**src/fbsm_pkg.sv**
```systemverilog
package fbsm_pkg;

   // ---------------------------------------------------------------
   // Geometry of the 8MB strobe space
   // ---------------------------------------------------------------
   localparam int unsigned ADDR_W     = 23;
   localparam int unsigned LANES      = 8;
   localparam int unsigned BANK_BIT   = 21;
   localparam int unsigned REGION_BIT = 22;
   localparam int unsigned SYNC_W     = 3;

   // ---------------------------------------------------------------
   // Reset and idle levels of the active-low strobes
   // ---------------------------------------------------------------
   localparam logic       STROBE_IDLE = 1'b1;
   localparam logic [7:0] LANE_IDLE   = 8'hFF;
   localparam logic [1:0] PAIR_IDLE   = 2'h3;
   // Synchronisers wake as {companion, dual_we, grant} = attached, not granted, so no pin drives early
   localparam logic [2:0] SYNC_RESET  = 3'h4;

   // One access request from the memory sequencer, sampled every clock
   typedef struct packed {
      logic              row_active;
      logic              col_active;
      logic              write;
      logic              refresh;
      logic [ADDR_W-1:0] addr;
      logic [LANES-1:0]  lane_en;
   } fbsm_req_t;

   // Bank routing decoded from an address
   typedef struct packed {
      logic in_range;
      logic row_high;
      logic wr_bank;
      logic oe_bank;
   } fbsm_sel_t;

endpackage : fbsm_pkg

```
**src/fbsm_bank_decode.sv**
```systemverilog
`timescale 1ns/1ps
`default_nettype none

module fbsm_bank_decode
   import fbsm_pkg::*;
(
   input  wire logic [ADDR_W-1:0] addr_in,
   input  wire logic              companion_in,
   output var  fbsm_sel_t         sel_out
);

   // ---------------------------------------------------------------
   // Address to row / write / output-enable routing
   // ---------------------------------------------------------------
   always_comb begin
      if (companion_in) begin
         sel_out.in_range = 1'b1;
         sel_out.row_high = addr_in[REGION_BIT];
         sel_out.wr_bank  = addr_in[BANK_BIT];
         sel_out.oe_bank  = addr_in[BANK_BIT];
      end else begin
         // Only 4MB exists without the companion; above it only refresh strobes
         sel_out.in_range = ~addr_in[REGION_BIT];
         sel_out.row_high = addr_in[BANK_BIT];
         sel_out.wr_bank  = addr_in[BANK_BIT];
         sel_out.oe_bank  = 1'b0;
      end
   end

endmodule : fbsm_bank_decode

`default_nettype wire

```
**src/fbsm_strobe_mux.sv**
```systemverilog
`timescale 1ns/1ps
`default_nettype none

module fbsm_strobe_mux
   import fbsm_pkg::*;
(
   input  wire logic             clock_in,
   input  wire logic             rst_n_in,
   input  wire logic             companion_in,
   input  wire logic             dual_we_in,
   input  wire logic             grant_in,
   input  wire fbsm_req_t        req_in,
   output logic                  row_strobe_low_n_out,
   output logic                  row_strobe_high_n_out,
   output logic [LANES-1:0]      lane_strobe_n_out,
   output logic [1:0]            bank_write_strobe_n_out,
   output logic [1:0]            output_enable_n_out,
   output logic                  strobe_oe_out
);

   // ---------------------------------------------------------------
   // Pin synchronisers: straps and grant come from outside the clock
   // ---------------------------------------------------------------
   logic [SYNC_W-1:0] sync1_d, sync1_q, sync2_d, sync2_q;
   logic              companion_q, dual_we_q, grant_q;

   always_comb begin
      sync1_d = {companion_in, dual_we_in, grant_in};
      sync2_d = sync1_q;
   end

   // Until the straps arrive the device acts ungranted, so a shared bus is never disturbed

   always_ff @(posedge clock_in or negedge rst_n_in) begin
      if (!rst_n_in) begin
         sync1_q <= SYNC_RESET;
         sync2_q <= SYNC_RESET;
      end else begin
         sync1_q <= sync1_d;
         sync2_q <= sync2_d;
      end
   end

   assign {companion_q, dual_we_q, grant_q} = sync2_q;

   // ---------------------------------------------------------------
   // Routing
   // ---------------------------------------------------------------
   fbsm_sel_t sel;
   logic      drive;
   logic      dual_we_eff;
   logic      col_hit;

   fbsm_bank_decode u_decode (
      .addr_in      (req_in.addr),
      .companion_in (companion_q),
      .sel_out      (sel)
   );

   // Shared memory is dual-CAS only, so the strap is overridden there
   assign dual_we_eff = dual_we_q & ~companion_q;
   assign drive       = ~companion_q | grant_q;
   assign col_hit     = req_in.col_active & sel.in_range;

   function automatic logic pair_hit(input logic bank, input logic idx);
      pair_hit = (bank == idx);
   endfunction : pair_hit

   // ---------------------------------------------------------------
   // Strobe next values
   // ---------------------------------------------------------------
   logic             row_low_d, row_high_d, oe_d;
   logic [LANES-1:0] lane_d;
   logic [1:0]       wr_d, en_d;
   logic             row_low_q, row_high_q, oe_q;
   logic [LANES-1:0] lane_q;
   logic [1:0]       wr_q, en_q;

   always_comb begin
      row_low_d  = STROBE_IDLE;
      row_high_d = STROBE_IDLE;
      lane_d     = LANE_IDLE;
      wr_d       = PAIR_IDLE;
      en_d       = PAIR_IDLE;
      oe_d       = drive;
      if (drive) begin
         // Refresh of the companion's bank is its own business
         row_low_d  = ~((req_in.row_active & sel.in_range & ~sel.row_high)
                        | req_in.refresh);
         row_high_d = ~((req_in.row_active & sel.in_range & sel.row_high)
                        | (req_in.refresh & ~companion_q));
         for (int n = 0; n < LANES; n++) begin
            if (dual_we_eff)
               lane_d[n] = ~(col_hit & req_in.write & req_in.lane_en[n]);
            else
               lane_d[n] = ~(col_hit & req_in.lane_en[n]);
         end
         for (int b = 0; b < 2; b++) begin
            // In dual-WE mode the bank pins carry the per-bank column strobe
            if (dual_we_eff)
               wr_d[b] = ~(col_hit & pair_hit(sel.wr_bank, b[0]));
            else
               wr_d[b] = ~(col_hit & req_in.write & pair_hit(sel.wr_bank, b[0]));
            en_d[b] = ~(col_hit & ~req_in.write & pair_hit(sel.oe_bank, b[0]));
         end
      end
   end

   always_ff @(posedge clock_in or negedge rst_n_in) begin
      if (!rst_n_in) begin
         row_low_q  <= STROBE_IDLE;
         row_high_q <= STROBE_IDLE;
         lane_q     <= LANE_IDLE;
         wr_q       <= PAIR_IDLE;
         en_q       <= PAIR_IDLE;
         oe_q       <= 1'b0;
      end else begin
         row_low_q  <= row_low_d;
         row_high_q <= row_high_d;
         lane_q     <= lane_d;
         wr_q       <= wr_d;
         en_q       <= en_d;
         oe_q       <= oe_d;
      end
   end

   assign row_strobe_low_n_out    = row_low_q;
   assign row_strobe_high_n_out   = row_high_q;
   assign lane_strobe_n_out       = lane_q;
   assign bank_write_strobe_n_out = wr_q;
   assign output_enable_n_out     = en_q;
   assign strobe_oe_out           = oe_q;
endmodule : fbsm_strobe_mux

`default_nettype wire

```
**config.mk**
```make
export PLATFORM = sky130hd
export DESIGN_NAME = fbsm_strobe_mux
export DESIGN_NICKNAME = d
export VERILOG_FILES = /design/src/fbsm_pkg.sv /design/src/fbsm_bank_decode.sv /design/src/fbsm_strobe_mux.sv
export SDC_FILE = /design/constraint.sdc
export NUM_CORES = 1
export LEC_CHECK = 0
export ABC_CLOCK_PERIOD_IN_PS = 1330
export CAP_MARGIN = 10
export CORE_UTILIZATION = 45
export CTS_CLUSTER_SIZE = 30
export DETAILED_ROUTE_END_ITERATION = 16
export DONT_BUFFER_PORTS = 1
export PLACE_DENSITY_LB_ADDON = 0.1
export SLEW_MARGIN = 20
export SYNTH_ARGS = -nofsm -noshare
export SYNTH_HDL_FRONTEND = slang
export SYNTH_HIERARCHICAL = 1
export SYNTH_SLANG_ARGS = --single-unit
```
**constraint.sdc**
```tcl
create_clock -name clock_in -period 1.33 [get_ports clock_in]
set_input_delay 0.133 -clock clock_in [delete_from_list [all_inputs] [get_ports clock_in]]
set_output_delay 0.133 -clock clock_in [all_outputs]
set_load 0.02 [all_outputs]
```
==> results.md <==
* Clock Sinks at 21
* Slew HR at 43.5%
* Root buffer cell: clkbuf_4
* CP peak stage delay at 570 ps
* Total CTS buffers at 3
* Synth Area in Simple Gates at 16.4%
* Core area at 1520 µm²
* Yosys top cell area share at 57.2%
* Sequential fraction of the synthesis area at 74.3%
* Final setup fails at 0
* Synth async-reset ratio at 100%
* Min-Delay Path Class: primary input to flop
* Final Critical Period at 1330 ps
* Sequential cell area at 546 µm²
* Layout fillers at 106
* Worst-Skew Late Latency at 300 ps
* Area Overhead vs Synth at 36.3%
* Slew Limit Fails at 0
* Required time worst endpoint at 1550 ps
* Multi-input gate area at 194 µm²
* FF+latch count, synth at 21
* Worst setup EP type: flop
* Post-synth design cell area at 734 µm²
* Vias in the first global route at 435
* WS Path Type: flop to flop
* Pin slew with the least headroom to its limit at 845 ps
* Run status: complete, no violations
* Layout Skew at 11.4 ps
* Nets at 116
* MaxCap Viol Count at 0
* Die Y at 42.4 µm
* Core Rows at 14
* FMAX at 754 MHz
* Post-layout instance area at 1000 µm²
* Final Hold Vio Count at 0
* Post-DP Area at 754 µm²
* Pwr Total at 1160 µW
* Leakage power at 0.000414 µW
* Place WS at -6.88 ps
* Most frequent cells after synthesis: 16 x dfstp_2, 11 x nand2_1, 5 x dfrtp_1
* Startpoint Class: flop
* ANT nets after route at 0
* Mapped Cells at 51
* I/O Pins at 55
* H-tree levels at 1
* Routability cong. at 0.785
* Critical path arrival at 1540 ps
* Synth Area in Compound Gates at 5.28%
* YS warnings at 6
* WL/cell at 13.6 µm
* Final wirelength at 1240 µm
* Peak fanout along the critical path at 8
* Layout cells sized above 1 at 45.3%
* PwrDens at 1160 nW/µm²
* Worst path slowest cell: dfstp_2
* Via density at 5.13
* Worst-path cell chain: nand2b_4, nand2_4, a211oi_4, nand2_1
* CTS tree: done
* Top FF cell, synth: dfstp_2
* Worst-path clk slew at 120 ps
* Drt first pass iters at 1
* Final Cycle Share at 99.8%
* I/O Buffers at 0
* Reg2Reg Setup Slack at 3 ps
* DP HPWL at 801 µm
* Die area at 1800 µm²
* Initial DRC count at 0
* Largest family of logic cells by synthesized area: simple AND/OR/NAND/NOR gates
* Top-count cell post-synth: dfstp_2
* Syn Nets at 91
* Largest net degree at the start of global routing at 22
* Avg Cell Area, Syn at 14.4 µm²
* Synth area leader: dfstp_2
* Initial core utilization at 48.2%
* Yosys cell types at 20
* # DRC at 0
* Leading post-synthesis cells by cell area: dfstp_2 57%, dfrtp_1 17%, nand2_1 5.6%, a211oi_4 2.7%, mux2_4 2.0%
* GRT Overall Usage at 15.4%
* Die X at 42.4 µm
* Initial antenna violation count at 0
* Mux contribution to synthesized area at 2.04%
* Antenna cells at 0
* Maximum vdd drop at 0.000785 V
* CTS max path bufs at 2
* Gr ovfl total at 0
* Post-synth EDFFs at 0
* Xor/xnor share of the synthesized area at 0%
* First-pass GRT wire length at 1940 µm
* Area share of fa/ha/maj cells after synthesis at 0%
* Setup WS post-layout at 2.88 ps
* Vias at 467
* RSZ-0062 raised after global routing: true
## logic make-up (layout without fill, tap and decap cells)
logic type / after synthesis / in the layout
and+or+nand+nor: 22 / 22
DFF: 21 / 21
muxes: 1 / 1
AOI/OAI and AO/OA: 4 / 4
buffers and inverters: 3 / 27
## through the flow
stage / hold WS, ps / cells / util, % / setup TNS, ps
global route: 13.3 / 91 / 65.7 / -484
detailed placement: -162 / 67 / 49.5 / -8.78
finish: 21.4 / 91 / 65.7 / 0
floorplan: -163 / 51 / - / 0
global placement: -162 / 67 / 49.5 / 0
CTS: 2.40 / 87 / 62.0 / 0
## area by class of cell
cell class                      instances  area share, %
Clock buffer                            3           2.25
Clock inverter                          1          0.750
Inverter                                2          0.750
Multi-Input combinational cell         27           19.4
Sequential cell                        21           54.5
Tap cell                               16           2.00
Timing Repair Buffer                   21           20.4
## state kept, by name, summed over array words and instances (netlist names)
| signal | cells |
|---|---|
| bank_write_strobe_n_out | 2 |
| lane_strobe_n_out | 8 |
| output_enable_n_out | 2 |
| row_strobe_high_n_out | 1 |
| row_strobe_low_n_out | 1 |
| strobe_oe_out | 1 |
| sync1_q | 3 |
| sync2_q | 3 |
## power breakdown
group / internal [µW] / switching [µW] / total, µW
combinational: 69.3 / 51.4 / 121
sequential: 692 / 42.3 / 734
clock: 115 / 190 / 305
## cell usage in the layout, fill, tap and decap left out, types with 2 or more instances in the layout
cell            n
nor2_1          2
dfstp_2        16
clkbuf_4        3
dlygate4sd3_1  17
buf_4           3
dfrtp_1         5
nor2b_4         2
nand2_1        10
## final timing paths
| check | start | endpoint | cells after the start |
|---|---|---|---|
| max | sync2_q[2] | lane_strobe_n_out[5] | 4 |
| min | req_in[34] | row_strobe_low_n_out | 3 |
| max reg2reg | sync2_q[2] | lane_strobe_n_out[5] | 4 |
| min reg2reg | sync1_q[2] | sync2_q[2] | 0 |
| max in group asynchronous | rst_n_in | sync2_q[1] | 1 |
| min in group asynchronous | rst_n_in | strobe_oe_out | 1 |
## worst max-delay path: cells and delay by family (launching register included)
kind / cells / cell delay, ps
flops: 1 / 570
compound gates: 1 / 360
simple gates: 3 / 310
## metal layers
| layer | wire length [µm] | up-vias | GRT usage (%) |
|---|---|---|---|
| met4 | 0 | 0 | 5.63 |
| met1 | 437 | 234 | 15.7 |
| met5 | 0 | - | 0 |
| met3 | 77 | 0 | 5.60 |
| li1 | - | 208 | - |
| met2 | 726 | 25 | 28.3 |
## repair_timing
action                                  4_1_cts  5_1_grt
endpoints found under the hold margin        37        1
hold buffers                                 16        1
endpoints found under the setup margin        8       10
gates resized for setup                       0        5
buffers inserted                              0        3
pin swaps                                     1        8
Note: power is estimated with default switching activity, not from simulation.
